==> src/asp_pkg.sv <==
package asp_pkg;

  // ----------------------------------------
  // Clock and link timing
  // ----------------------------------------
  localparam int CLK_KHZ = 125000;          // System clock rate
  localparam int WAKE_NS = 2500;            // Wake delay after select falls
  localparam int GAP_NS = 60;               // Least deselect time
  localparam int SCLK_MAX_KHZ = 2170;       // Fastest external serial clock
  localparam int SCLK_MIN_KHZ = 100;        // Slowest external serial clock
  localparam int WAKE_CYC = (WAKE_NS * (CLK_KHZ / 1000) + 999) / 1000;
  localparam int GAP_CYC = (GAP_NS * (CLK_KHZ / 1000) + 999) / 1000;
  localparam int HALF_MIN_CYC = (CLK_KHZ + 2 * SCLK_MAX_KHZ - 1) / (2 * SCLK_MAX_KHZ);
  localparam int HALF_MAX_CYC = CLK_KHZ / (2 * SCLK_MIN_KHZ);

  // ----------------------------------------
  // Frame layout, first bit in the top position
  // ----------------------------------------
  localparam int CNT_W = 16;
  localparam int BIT_W = 5;
  localparam int FRAME_W = 16;
  localparam int RES_W = 10;
  localparam int SUB_W = 2;
  localparam logic [BIT_W-1:0] FRAME_BITS = 5'h10;
  localparam logic [BIT_W-1:0] BYTE_BITS = 5'h08;
  localparam int POS_FIRST = 15;            // Leading one or done flag
  localparam int POS_ONE_HI = 14;
  localparam int POS_ONE_LO = 13;
  localparam int POS_TAG = 12;              // channel_tag
  localparam int POS_RES_MSB = 11;          // result_msb
  localparam int POS_RES_LSB = 2;           // result_lsb
  localparam int POS_SUB_HI = 1;            // sub_lsb_high
  localparam int POS_SUB_LO = 0;            // sub_lsb_low

  // ----------------------------------------
  // Controller states
  // ----------------------------------------
  typedef enum logic [2:0] {
    ASP_IDLE,
    ASP_SETUP,
    ASP_WAKE,
    ASP_CONV,
    ASP_SHIFT,
    ASP_PAUSE,
    ASP_GAP
  } asp_state_e;

endpackage

==> src/asp_host.sv <==
// Contract
// - Host captures data on rising edges
// - External mode: select falls with clock low
// - Wait wake delay before any clock edge
// - Sixteen clock cycles per conversion
// - Deselect at or after sixteenth falling edge
// - Keep deselected for least gap
// - Early deselect aborts, same gap follows
// - External clock within lower/upper rate
// - Whole frame or two bytes
// - Clock idles low, capture on rise
`timescale 1ns/10ps

module asp_host #(
  parameter int HALF_CYC = 32,
  parameter int BYTE_GAP_CYC = 32,
  parameter int CONV_TIMEOUT_CYC = 2000
) (
  input wire logic CLK_SYS,
  input wire logic NRST,
  input wire logic START,
  input wire logic MODE_INT,
  input wire logic BYTE_MODE,
  input wire logic ABORT,
  input wire logic DOUT,
  output logic CS_N,
  output logic SCLK,
  output logic BUSY,
  output logic DONE,
  output logic ABORTED,
  output logic FRAME_OK,
  output logic EOC_FLAG,
  output logic CHANNEL_TAG,
  output logic [asp_pkg::RES_W-1:0] RESULT,
  output logic [asp_pkg::SUB_W-1:0] SUB_BITS
);
  import asp_pkg::*;

  // ----------------------------------------
  // Declarations
  // ----------------------------------------
  asp_state_e state_ff;
  logic [CNT_W-1:0] timer_ff;
  logic [CNT_W-1:0] half_ff;
  logic [BIT_W-1:0] bit_cnt_ff;
  logic [FRAME_W-1:0] shift_ff;
  logic sclk_ff;
  logic cs_n_ff;
  logic mode_int_ff;
  logic byte_mode_ff;
  logic done_ff;
  logic aborted_ff;
  logic dout_s;
  logic half_end;
  logic active;
  logic [CNT_W-1:0] since_cs_ff;
  logic [CNT_W-1:0] hold_ff;
  logic sclk_prev_ff;

  localparam logic [CNT_W-1:0] HALF_LAST = CNT_W'(HALF_CYC - 1);
  localparam logic [CNT_W-1:0] WAKE_LAST = CNT_W'(WAKE_CYC - 1);
  localparam logic [CNT_W-1:0] GAP_LAST = CNT_W'(GAP_CYC - 1);
  localparam logic [CNT_W-1:0] BYTE_GAP_LAST = CNT_W'(BYTE_GAP_CYC - 1);
  localparam logic [CNT_W-1:0] CONV_LAST = CNT_W'(CONV_TIMEOUT_CYC - 1);
  localparam logic [CNT_W-1:0] CNT_MAX = '1;

  // ----------------------------------------
  // Data line synchroniser
  // ----------------------------------------
  asp_sync2 u_dout_sync (
    .clk_sys(CLK_SYS),
    .nrst(NRST),
    .async_in(DOUT),
    .sync_out(dout_s)
  );

  // Handshake and pin outputs
  // half period sets rate
  assign half_end = (half_ff == HALF_LAST);
  assign active = (state_ff != ASP_IDLE) && (state_ff != ASP_GAP);
  assign BUSY = (state_ff != ASP_IDLE);
  assign CS_N = cs_n_ff;
  assign SCLK = sclk_ff;
  assign DONE = done_ff;
  assign ABORTED = aborted_ff;

  // ----------------------------------------
  // Link sequencer
  // ----------------------------------------
  // Select, serial clock, timers and bit count
  always_ff @(posedge CLK_SYS or negedge NRST)
  begin
    if (!NRST)
    begin
      state_ff <= ASP_IDLE;
      timer_ff <= '0;
      half_ff <= '0;
      bit_cnt_ff <= '0;
      sclk_ff <= 1'h0;
      cs_n_ff <= 1'h1;
      mode_int_ff <= 1'h0;
      byte_mode_ff <= 1'h0;
      done_ff <= 1'h0;
      aborted_ff <= 1'h0;
    end
    else
    begin
      done_ff <= 1'h0;
      aborted_ff <= 1'h0;
      if (ABORT && active)
      begin
        cs_n_ff <= 1'h1;
        sclk_ff <= 1'h0;
        timer_ff <= GAP_LAST;
        aborted_ff <= 1'h1;
        state_ff <= ASP_GAP;
      end
      else
      begin
        case (state_ff)
          ASP_IDLE:
          begin
            sclk_ff <= 1'h0;
            cs_n_ff <= 1'h1;
            bit_cnt_ff <= '0;
            if (START)
            begin
              mode_int_ff <= MODE_INT;
              byte_mode_ff <= BYTE_MODE;
              sclk_ff <= MODE_INT;
              timer_ff <= HALF_LAST;
              state_ff <= ASP_SETUP;
            end
          end
          ASP_SETUP:
          begin
            if (timer_ff == '0)
            begin
              cs_n_ff <= 1'h0;
              timer_ff <= WAKE_LAST;
              state_ff <= ASP_WAKE;
            end
            else
              timer_ff <= timer_ff - 1'h1;
          end
          ASP_WAKE:
          begin
            if (timer_ff == '0)
            begin
              half_ff <= '0;
              if (mode_int_ff)
              begin
                sclk_ff <= 1'h0;
                timer_ff <= CONV_LAST;
                state_ff <= ASP_CONV;
              end
              else
                state_ff <= ASP_SHIFT;
            end
            else
              timer_ff <= timer_ff - 1'h1;
          end
          ASP_CONV:
          begin
            // wait for done flag on data line
            if (dout_s)
              state_ff <= ASP_SHIFT;
            else if (timer_ff == '0)
            begin
              cs_n_ff <= 1'h1;
              timer_ff <= GAP_LAST;
              aborted_ff <= 1'h1;
              state_ff <= ASP_GAP;
            end
            else
              timer_ff <= timer_ff - 1'h1;
          end
          ASP_SHIFT:
          begin
            if (!half_end)
              half_ff <= half_ff + 1'h1;
            else
            begin
              half_ff <= '0;
              if (!sclk_ff)
              begin
                sclk_ff <= 1'h1;
                bit_cnt_ff <= bit_cnt_ff + 1'h1;
              end
              else
              begin
                sclk_ff <= 1'h0;
                if (bit_cnt_ff == FRAME_BITS)
                begin
                  cs_n_ff <= 1'h1;
                  timer_ff <= GAP_LAST;
                  done_ff <= 1'h1;
                  state_ff <= ASP_GAP;
                end
                else if (byte_mode_ff && bit_cnt_ff == BYTE_BITS)
                begin
                  timer_ff <= BYTE_GAP_LAST;
                  state_ff <= ASP_PAUSE;
                end
              end
            end
          end
          ASP_PAUSE:
          begin
            if (timer_ff == '0)
            begin
              half_ff <= '0;
              state_ff <= ASP_SHIFT;
            end
            else
              timer_ff <= timer_ff - 1'h1;
          end
          ASP_GAP:
          begin
            cs_n_ff <= 1'h1;
            sclk_ff <= 1'h0;
            if (timer_ff == '0)
              state_ff <= ASP_IDLE;
            else
              timer_ff <= timer_ff - 1'h1;
          end
          default:
            state_ff <= ASP_IDLE;
        endcase
      end
    end
  end

  // ----------------------------------------
  // Frame capture and unpacking
  // ----------------------------------------
  // data settled since last fall, taken at the rise
  always_ff @(posedge CLK_SYS or negedge NRST)
  begin
    if (!NRST)
      shift_ff <= '0;
    else if (state_ff == ASP_SHIFT && half_end && !sclk_ff && !ABORT)
      shift_ff <= {shift_ff[FRAME_W-2:0], dout_s};
  end

  // result fields unpacked after a complete frame
  always_ff @(posedge CLK_SYS or negedge NRST)
  begin
    if (!NRST)
    begin
      RESULT <= '0;
      SUB_BITS <= '0;
      CHANNEL_TAG <= 1'h0;
      EOC_FLAG <= 1'h0;
      FRAME_OK <= 1'h0;
    end
    else if (done_ff)
    begin
      RESULT <= shift_ff[POS_RES_MSB:POS_RES_LSB];
      SUB_BITS <= {shift_ff[POS_SUB_HI], shift_ff[POS_SUB_LO]};
      CHANNEL_TAG <= shift_ff[POS_TAG];
      // first bit is the done flag in internal mode
      EOC_FLAG <= shift_ff[POS_FIRST];
      FRAME_OK <= shift_ff[POS_FIRST] & shift_ff[POS_ONE_HI] & shift_ff[POS_ONE_LO];
    end
  end

  // ----------------------------------------
  // Assertion helpers
  // ----------------------------------------
  // Cycles since select fell and cycles the clock has held
  always_ff @(posedge CLK_SYS or negedge NRST)
  begin
    if (!NRST)
    begin
      since_cs_ff <= '0;
      hold_ff <= '0;
      sclk_prev_ff <= 1'h0;
    end
    else
    begin
      sclk_prev_ff <= sclk_ff;
      if (cs_n_ff)
        since_cs_ff <= '0;
      else if (since_cs_ff != CNT_MAX)
        since_cs_ff <= since_cs_ff + 1'h1;
      if (sclk_ff != sclk_prev_ff)
        hold_ff <= '0;
      else if (hold_ff != CNT_MAX)
        hold_ff <= hold_ff + 1'h1;
    end
  end

  // ----------------------------------------
  // Assertions
  // ----------------------------------------
  a_ext_select_low: assert property (@(posedge CLK_SYS) disable iff (!NRST)
    $fell(cs_n_ff) && !mode_int_ff |-> !sclk_ff)
    else $error("select fell with clock high in external mode");

  a_int_select_high: assert property (@(posedge CLK_SYS) disable iff (!NRST)
    $fell(cs_n_ff) |-> sclk_ff == mode_int_ff)
    else $error("clock level at select fall does not match mode");

  a_wake_no_edge: assert property (@(posedge CLK_SYS) disable iff (!NRST)
    $changed(sclk_ff) && !cs_n_ff |-> since_cs_ff >= CNT_W'(WAKE_CYC))
    else $error("clock edge before wake delay elapsed");

  a_rise_capture: assert property (@(posedge CLK_SYS) disable iff (!NRST)
    $changed(bit_cnt_ff) && bit_cnt_ff != '0 |-> $rose(sclk_ff) && !cs_n_ff)
    else $error("bit counted without a rising clock edge");

  a_full_frame: assert property (@(posedge CLK_SYS) disable iff (!NRST)
    done_ff |-> cs_n_ff && bit_cnt_ff == FRAME_BITS && !sclk_ff)
    else $error("frame ended without sixteen clock cycles");

  a_deselect_low: assert property (@(posedge CLK_SYS) disable iff (!NRST)
    $rose(cs_n_ff) |-> !sclk_ff &&
      ($past(sclk_ff) || $past(state_ff) != ASP_SHIFT || $past(ABORT)))
    else $error("select raised away from a falling edge");

  a_gap_hold: assert property (@(posedge CLK_SYS) disable iff (!NRST)
    $rose(cs_n_ff) |-> cs_n_ff [*8])
    else $error("select low again before the gap");

  a_abort_gap: assert property (@(posedge CLK_SYS) disable iff (!NRST)
    ABORT && active |=> cs_n_ff && aborted_ff && state_ff == ASP_GAP)
    else $error("abort did not deselect at once");

  a_clock_rate: assert property (@(posedge CLK_SYS) disable iff (!NRST)
    $rose(sclk_ff) && !cs_n_ff |-> hold_ff >= CNT_W'(HALF_MIN_CYC - 1))
    else $error("serial clock low phase too short");

  a_byte_pause: assert property (@(posedge CLK_SYS) disable iff (!NRST)
    state_ff == ASP_PAUSE |-> !sclk_ff && !cs_n_ff && bit_cnt_ff == BYTE_BITS)
    else $error("byte pause outside the byte boundary");

  a_idle_low: assert property (@(posedge CLK_SYS) disable iff (!NRST)
    state_ff == ASP_IDLE |-> !sclk_ff && cs_n_ff)
    else $error("clock not idle low while idle");

endmodule // asp_host

==> src/asp_sync2.sv <==
`timescale 1ns/10ps

module asp_sync2 (
  input wire logic clk_sys,
  input wire logic nrst,
  input wire logic async_in,
  output logic sync_out
);

  logic meta_ff;

  // Two-stage synchroniser, first stage read only by the second
  always_ff @(posedge clk_sys or negedge nrst)
  begin
    if (!nrst)
    begin
      meta_ff <= 1'h0;
      sync_out <= 1'h0;
    end
    else
    begin
      meta_ff <= async_in;
      sync_out <= meta_ff;
    end
  end

endmodule // asp_sync2
==> config.mk <==
export PLATFORM = sky130hd
export DESIGN_NAME = asp_host
export DESIGN_NICKNAME = d
export VERILOG_FILES = /design/src/asp_pkg.sv /design/src/asp_host.sv /design/src/asp_sync2.sv
export SDC_FILE = /design/constraint.sdc
export NUM_CORES = 1
export LEC_CHECK = 0
export ABC_AREA = 1
export CORE_MARGIN = 5
export CORE_UTILIZATION = 31
export DETAILED_ROUTE_END_ITERATION = 6
export DONT_BUFFER_PORTS = 1
export HOLD_SLACK_MARGIN = 0.1
export SLEW_MARGIN = 15
export SYNTH_ARGS = -nofsm -noshare
export SYNTH_HDL_FRONTEND = slang
export SYNTH_SLANG_ARGS = --single-unit
==> constraint.sdc <==
create_clock -name CLK_SYS -period 1.8 [get_ports CLK_SYS]
set_clock_uncertainty 0.2 [all_clocks]
set_input_delay 0 -clock CLK_SYS [delete_from_list [all_inputs] [get_ports CLK_SYS]]
set_output_delay 0 -clock CLK_SYS [all_outputs]
set_load 0.02 [all_outputs]
==> out/qor.txt, run 1 <==
outcome -> finished with violations
failing checks -> negative hold slack, negative setup slack
share of the synthesized area in the top cell type -> 43.6%
Setup crit end kind -> flip-flop
Mapped Nets -> 603
ys async rst share -> 100%
Slew headroom -> 78.8%
GRT Total Usage -> 15.6%
Final Max Slew Viols -> 0
placed cells -> 882
setup slack after layout -> -182 ps
clk buf depth -> 2
Reg power frac -> 21.2%
Worst Path Required -> 1880 ps
core box area -> 0.0144 mm²
Detailed Route Iter0 Violations -> 265
Post-synth EDFFs -> 0
critical path, cell by cell -> nor2_4, buf_4, nand2_1, nor2_1, nand3_2, inv_1, nand3_1, nand3_4, buf_6, nor2_4, a21oi_2
most used cell, CP -> nor2_4
Die H -> 130 µm
TritonCTS buffer count -> 9
First-pass DRT Iterations -> 4
first-pass GRT wire length -> 21.1 mm
PD cells -> 1730 mW/mm²
Yosys reg bits -> 79
via-per-instance ratio -> 4.73
grt met1 use -> 18.4%
DRC viols -> 0
post-DR wirelength/cell -> 13.9 µm
Starting Density -> 31.2%
Post-CTS Hold Buffers -> 5
Yosys warnings -> 0
clk slew on worst S/H paths -> 70 ps
area leader, netlist -> dfrtp_1
share of cells above drive strength 1 -> 39.9%
DRT antenna net count -> 0
vias in the first global route -> 4642
post-detail-place hpwl -> 8.72 mm
IO Pins -> 27
drt total wl -> 12.9 mm
Top delay family on crit path -> simple AND/OR/NAND/NOR gates
leakage power total -> 3.25 nW
DP Area -> 0.00557 mm²
antenna fix cells -> 0
GR Util met3 -> 4.54%
NetSw -> 5.08 mW
minimum clock period -> 1980 ps
Final period util -> 110%
worst slew pin tran -> 317 ps
non-filler instance count after layout -> 930
Rows -> 44
CP Class -> flip-flop to flip-flop
# clock sinks -> 79
pin count of the biggest net entering global routing -> 80
CP bufs+invs -> 3
Worst-Skew Late Latency -> 350 ps
gr busiest metal -> met2
grt met2 use -> 26.9%
R2R Setup Slk -> -180 ps
Syn Std Cell Area -> 0.00448 mm²
Final Core Density -> 46.8%
Clock Power Share -> 16.6%
Max stage delay on crit path -> 420 ps
antenna violations before repair -> 0
Max Freq -> 504 MHz
Die ar. -> 0.0169 mm²
Pint -> 6.54 mW
pre-CTS WS -> -278 ps
CTS tree -> yes
average size of a mapped cell -> 7.56 µm²
Synth area leaders -> dfrtp_1, nand2_1, inv_1, nor2_1, nand3_1
RSZ-0062 raised after global routing -> true
worst hold slack -> -864 ps
final hold violations -> 91
gpl congestion -> 0.909
htree depth -> 3
Max VDD drop -> 0.000787 V
final setup fails -> 56
Root Buffer Master -> clkbuf_16
fin nets -> 752
GRT overflow -> 0
Logic pwr share -> 62.2%
Most used DFF post-synth -> dfrtp_1
die width -> 130 µm
post-synthesis sequential area ratio -> 44.2%
count of different cell masters after synthesis -> 43
cell area after layout -> 0.00672 mm²
routed vias -> 4398
Worst Setup Start Kind -> flip-flop
Worst Hold Class -> primary input to asynchronous set/reset pin
crit-path max FO -> 5
Critical Path AT -> 2060 ps
# Max-Cap Violations -> 0
Area Overhead vs Synth -> 50.1%
port buffer count -> 0
Worst path slowest cell -> dfrtp_1
Mapped Cells -> 592
sw frac -> 43.7%
filler cell count -> 1368
## worst paths after layout
path / depth (start not counted) / startpoint / end
worst max-delay path: 11 / timer_ff[5] / timer_ff[13]
worst min-delay path: 0 / NRST / FRAME_OK
worst max register to register: 11 / timer_ff[5] / timer_ff[13]
worst min register to register: 0 / u_dout_sync.meta_ff / u_dout_sync.sync_out
max in group asynchronous: 0 / NRST / CS_N
min in group CLK_SYS: 4 / ABORT / half_ff[12]
## power groups by stage
stage	clock [mW]	combinational [mW]	sequential (mW)
detailed placement	0	5.28	2.48
floorplan	0	3.05	2.50
global placement	0	5.19	2.46
global route	2.05	7.83	2.52
CTS	1.98	6.51	2.46
finish	1.92	7.23	2.46
## what timing repair did
| action | 4_1_cts | 5_1_grt |
|---|---|---|
| hold endpoints to repair | 141 | 121 |
| gates resized for setup | 101 | 63 |
| endpoints found under the setup margin | 58 | 61 |
| setup buffers | 16 | 5 |
| gates cloned | 4 | 2 |
| pin swaps | 22 | 17 |
## sequential cells by signal, indices dropped and copies added, names as in the netlist, 2 cells and up
name        flops
shift_ff       16
bit_cnt_ff      5
timer_ff       16
state_ff        3
SUB_BITS        2
RESULT         10
half_ff        16
## kinds of logic (layout without fill, tap and decap cells)
family / Yosys count / in the layout / synth area share [%]
simple gates: 296 / 298 / 30.6
fa+ha+maj: 4 / 4 / 1.12
flops: 79 / 79 / 44.2
buf+inv: 100 / 252 / 9.02
xor+xnor: 14 / 14 / 2.74
compound gates: 97 / 97 / 11.9
mux: 2 / 2 / 0.475
## metal layers
metal,wire (µm),share of wire [%]
met5,0,0
met1,5630,44
met4,298,2.3
met2,6490,50
met3,492,3.8
## area by class of cell
cell class / instances / area [µm²] / share of cell area [%]
Sequential cell: 79 / 1980 / 29.5
Clock inverter: 7 / 83.8 / 1.25
Inverter: 89 / 344 / 5.12
Timing Repair Buffer: 146 / 1260 / 18.7
Multi-Input combinational cell: 415 / 2590 / 38.6
Clock buffer: 9 / 225 / 3.35
Timing Repair inverter: 1 / 6.26 / 0.0931
Tap cell: 184 / 230 / 3.42
## metrics by stage
step	power, mW	TNS, ps
2_1_floorplan	5.55	-623
3_3_place_gp	7.65	-3550
3_5_place_dp	7.76	-6240
4_1_cts	11.0	-3800
5_1_grt	12.4	-13000
6_report	11.6	-5100
## Yosys cell counts (3+ instances only)
cell / number
xor2_1: 12
buf_6: 3
dfrtp_1: 78
inv_1: 84
nand3_1: 42
clkbuf_1: 6
inv_2: 4
ha_1: 4
nor2_1: 72
nor2_4: 4
o21ai_0: 40
a21oi_1: 38
nand2_1: 130
nor2_2: 9
o21ai_1: 6
nand3_4: 3
nand4_1: 12
nand2_2: 7
nor3_1: 9
nand2_4: 3
## cells in the final DEF, fill, tap and decap left out, types with 2 or more instances in the layout
cell           synthesis  final
inv_6                  0      4
nor2_1                72     51
buf_6                  3     12
nand2_1              130     97
nand2_4                3     14
dfrtp_1               78     76
xor2_1                12     12
o21ai_1                6     22
inv_1                 84     76
buf_12                 0      4
nor3_1                 9      7
nand3_1               42     31
ha_1                   4      2
a21oi_2                1     11
nor3_2                 0      2
nand3_4                3      8
dfrtp_2                0      2
nor2_2                 9     15
a21oi_1               38     27
xnor2_1                2      2
nor2_4                 4     19
inv_2                  4     10
o21ai_0               40     17
o21ai_2                2      7
buf_4                  1    122
nand2_2                7     29
clkbuf_16              0     11
nand4_1               12     12
o21ai_4                0      2
nand3_2                2     10
inv_4                  0      3
dlygate4sd3_1          0      5
Note: power is estimated with default switching activity, not from simulation.
==> run 2, diff against run 1 <==
- CTS_BUF_LIST: default -> sky130_fd_sc_hd__clkbuf_4
==> out/qor.txt, run 2 (same netlist as run 1, synthesis figures left out) <==
# Max-Cap Violations -> 0 (unchanged)
post-detail-place hpwl -> 8.72 mm (unchanged)
DRC viols -> 0 (unchanged)
Worst-Skew Late Latency -> 470 ps (was 350 ps)
drt total wl -> 12.8 mm (was 12.9 mm)
Max Freq -> 497 MHz (was 504 MHz)
pin count of the biggest net entering global routing -> 80 (unchanged)
clk slew on worst S/H paths -> 160 ps (was 70 ps)
fin nets -> 754 (was 752)
most frequent cells in the layout -> buf_4, nand2_1, dfrtp_1, inv_1, nor2_1 (unchanged)
Reg power frac -> 23.3% (was 21.2%)
Setup crit end kind -> flip-flop (unchanged)
antenna violations before repair -> 0 (unchanged)
reg2reg end -> timer_ff[0] (was timer_ff[13])
cell area after layout -> 0.00674 mm² (was 0.00672 mm²)
Critical Path AT -> 2180 ps (was 2060 ps)
TritonCTS buffer count -> 9 (unchanged)
Max VDD drop -> 0.000794 V (was 0.000787 V)
crit-path max FO -> 13 (was 5)
filler cell count -> 1379 (was 1368)
commonest non-fill, non-tap cell in the layout -> buf_4 (unchanged)
Worst Hold Class -> primary input to asynchronous set/reset pin (unchanged)
First-pass DRT Iterations -> 4 (unchanged)
IO Pins -> 27 (unchanged)
first-pass GRT wire length -> 20.8 mm (was 21.1 mm)
Starting Density -> 31.2% (unchanged)
Detailed Route Iter0 Violations -> 256 (was 265)
R2R Setup Slk -> -210 ps (was -180 ps)
worst hold slack -> -1010 ps (was -864 ps)
Area Overhead vs Synth -> 50.4% (was 50.1%)
NetSw -> 4.85 mW (was 5.08 mW)
htree depth -> 3 (unchanged)
share of cells above drive strength 1 -> 43.6% (was 39.9%)
failing checks -> negative hold slack, negative setup slack (unchanged)
core box area -> 0.0144 mm² (unchanged)
Slew headroom -> 74.8% (was 78.8%)
clk buf depth -> 2 (unchanged)
RSZ-0062 raised after global routing -> true (unchanged)
Final Max Slew Viols -> 0 (unchanged)
post-DR wirelength/cell -> 13.7 µm (was 13.9 µm)
Worst Path Required -> 1970 ps (was 1880 ps)
setup_tns -> -8430 ps (was -5100 ps)
Final period util -> 112% (was 110%)
GRT overflow -> 0 (unchanged)
final setup fails -> 57 (was 56)
antenna fix cells -> 0 (unchanged)
Logic pwr share -> 65.6% (was 62.2%)
via-per-instance ratio -> 4.73 (about the same)
launching point of the worst reg2reg path -> half_ff[1] (was timer_ff[5])
area of the multi-input gates -> 0.00272 mm² (was 0.00259 mm²)
Die ar. -> 0.0169 mm² (unchanged)
Worst R2R Path Depth -> 13 (was 11)
Root Buffer Master -> clkbuf_4 (was clkbuf_16)
gpl congestion -> 0.909 (unchanged)
Largest regs -> half_ff (16), shift_ff (16), timer_ff (16) (unchanged)
leakage power total -> 3.20 nW (was 3.25 nW)
setup slack after layout -> -211 ps (was -182 ps)
# clock sinks -> 79 (unchanged)
Rows -> 44 (unchanged)
DRT antenna net count -> 0 (unchanged)
Final Core Density -> 46.9% (was 46.8%)
Clock Power Share -> 11.2% (was 16.6%)
outcome -> finished with violations (unchanged)
PD cells -> 1570 mW/mm² (was 1730 mW/mm²)
die width -> 130 µm (unchanged)
Pint -> 5.73 mW (was 6.54 mW)
final hold violations -> 79 (was 91)
port buffer count -> 0 (unchanged)
CP Class -> flip-flop to flip-flop (unchanged)
Die H -> 130 µm (unchanged)
routed vias -> 4410 (was 4398)
sw frac -> 45.9% (was 43.7%)
vias in the first global route -> 4555 (was 4642)
worst slew pin tran -> 375 ps (was 317 ps)
Post-CTS Hold Buffers -> 8 (was 5)
Worst Setup Start Kind -> flip-flop (unchanged)
FF+latch area -> 0.00198 mm² (about the same)
minimum clock period -> 2010 ps (was 1980 ps)
DP Area -> 0.00557 mm² (unchanged)
GRT Total Usage -> 15.3% (was 15.6%)
CTS tree -> yes (unchanged)
run 2: what timing repair did:
item                                   4_1_cts  5_1_grt
pin swaps                                   28       31
setup buffers                               12       10
endpoints found under the hold margin      142       79
gates cloned                                 4        1
setup endpoints to repair                   60       61
gates resized for setup                     93      123
run 2: cell type report:
type	instances	share of cell area, %
clock buffer	9	1.00
clock inverter	7	1.24
inverter	89	5.03
multi-input combinational	414	40.4
sequential	79	29.4
tap	184	3.42
timing repair buffer	149	19.4
timing repair inverter	1	0.0929
run 2: power by group through the flow:
stage	Combinational [mW]	Clock, mW	Sequential, mW
floorplan	3.05	0	2.50
global placement	5.19	0	2.46
detailed placement	5.28	0	2.48
CTS	6.30	1.24	2.46
global route	7.53	1.30	2.52
finish	6.94	1.18	2.46
run 2: worst max-delay path by stage:
| stage | startpoint | endpoint | slack [ps] | cells after the start |
|---|---|---|---|---|
| floorplan | half_ff[1] | timer_ff[2] | -70 | 13 |
| global placement | timer_ff[0] | timer_ff[4] | -190 | 11 |
| detailed placement | timer_ff[0] | timer_ff[4] | -280 | 11 |
| CTS | half_ff[1] | shift_ff[14] | -150 | 12 |
| global route | half_ff[1] | timer_ff[0] | -370 | 13 |
| finish | half_ff[1] | timer_ff[0] | -210 | 13 |
run 2: per-stage QoR:
step,power [mW],worst slack (ps),std cells
detailed placement,7.76,-278,882
floorplan,5.55,-66.4,592
global route,11.3,-370,932
finish,10.6,-211,932
CTS,9.99,-149,922
global placement,7.65,-187,882
run 2: layer usage:
layer	part of all wire (%)	routed length (µm)	up-vias	global-route usage, %
met5	0	0	-	0
met2	51	6490	69	26.3
met3	3.9	495	24	4.34
met4	1.9	241	0	5.20
li1	-	-	2215	-
met1	43	5550	2102	18.3
run 2: worst max-delay path: stages, from the launching register on:
cell     delay, ps
dfrtp_1        390
ha_2           190
nand2_2         70
inv_2           60
nand2_2         60
nor2_2         120
nand2_2        110
nand2_4        120
nand2_4         70
nor2_4         110
nand3_4        120
buf_12         170
nand2_1         70
o21ai_2         50
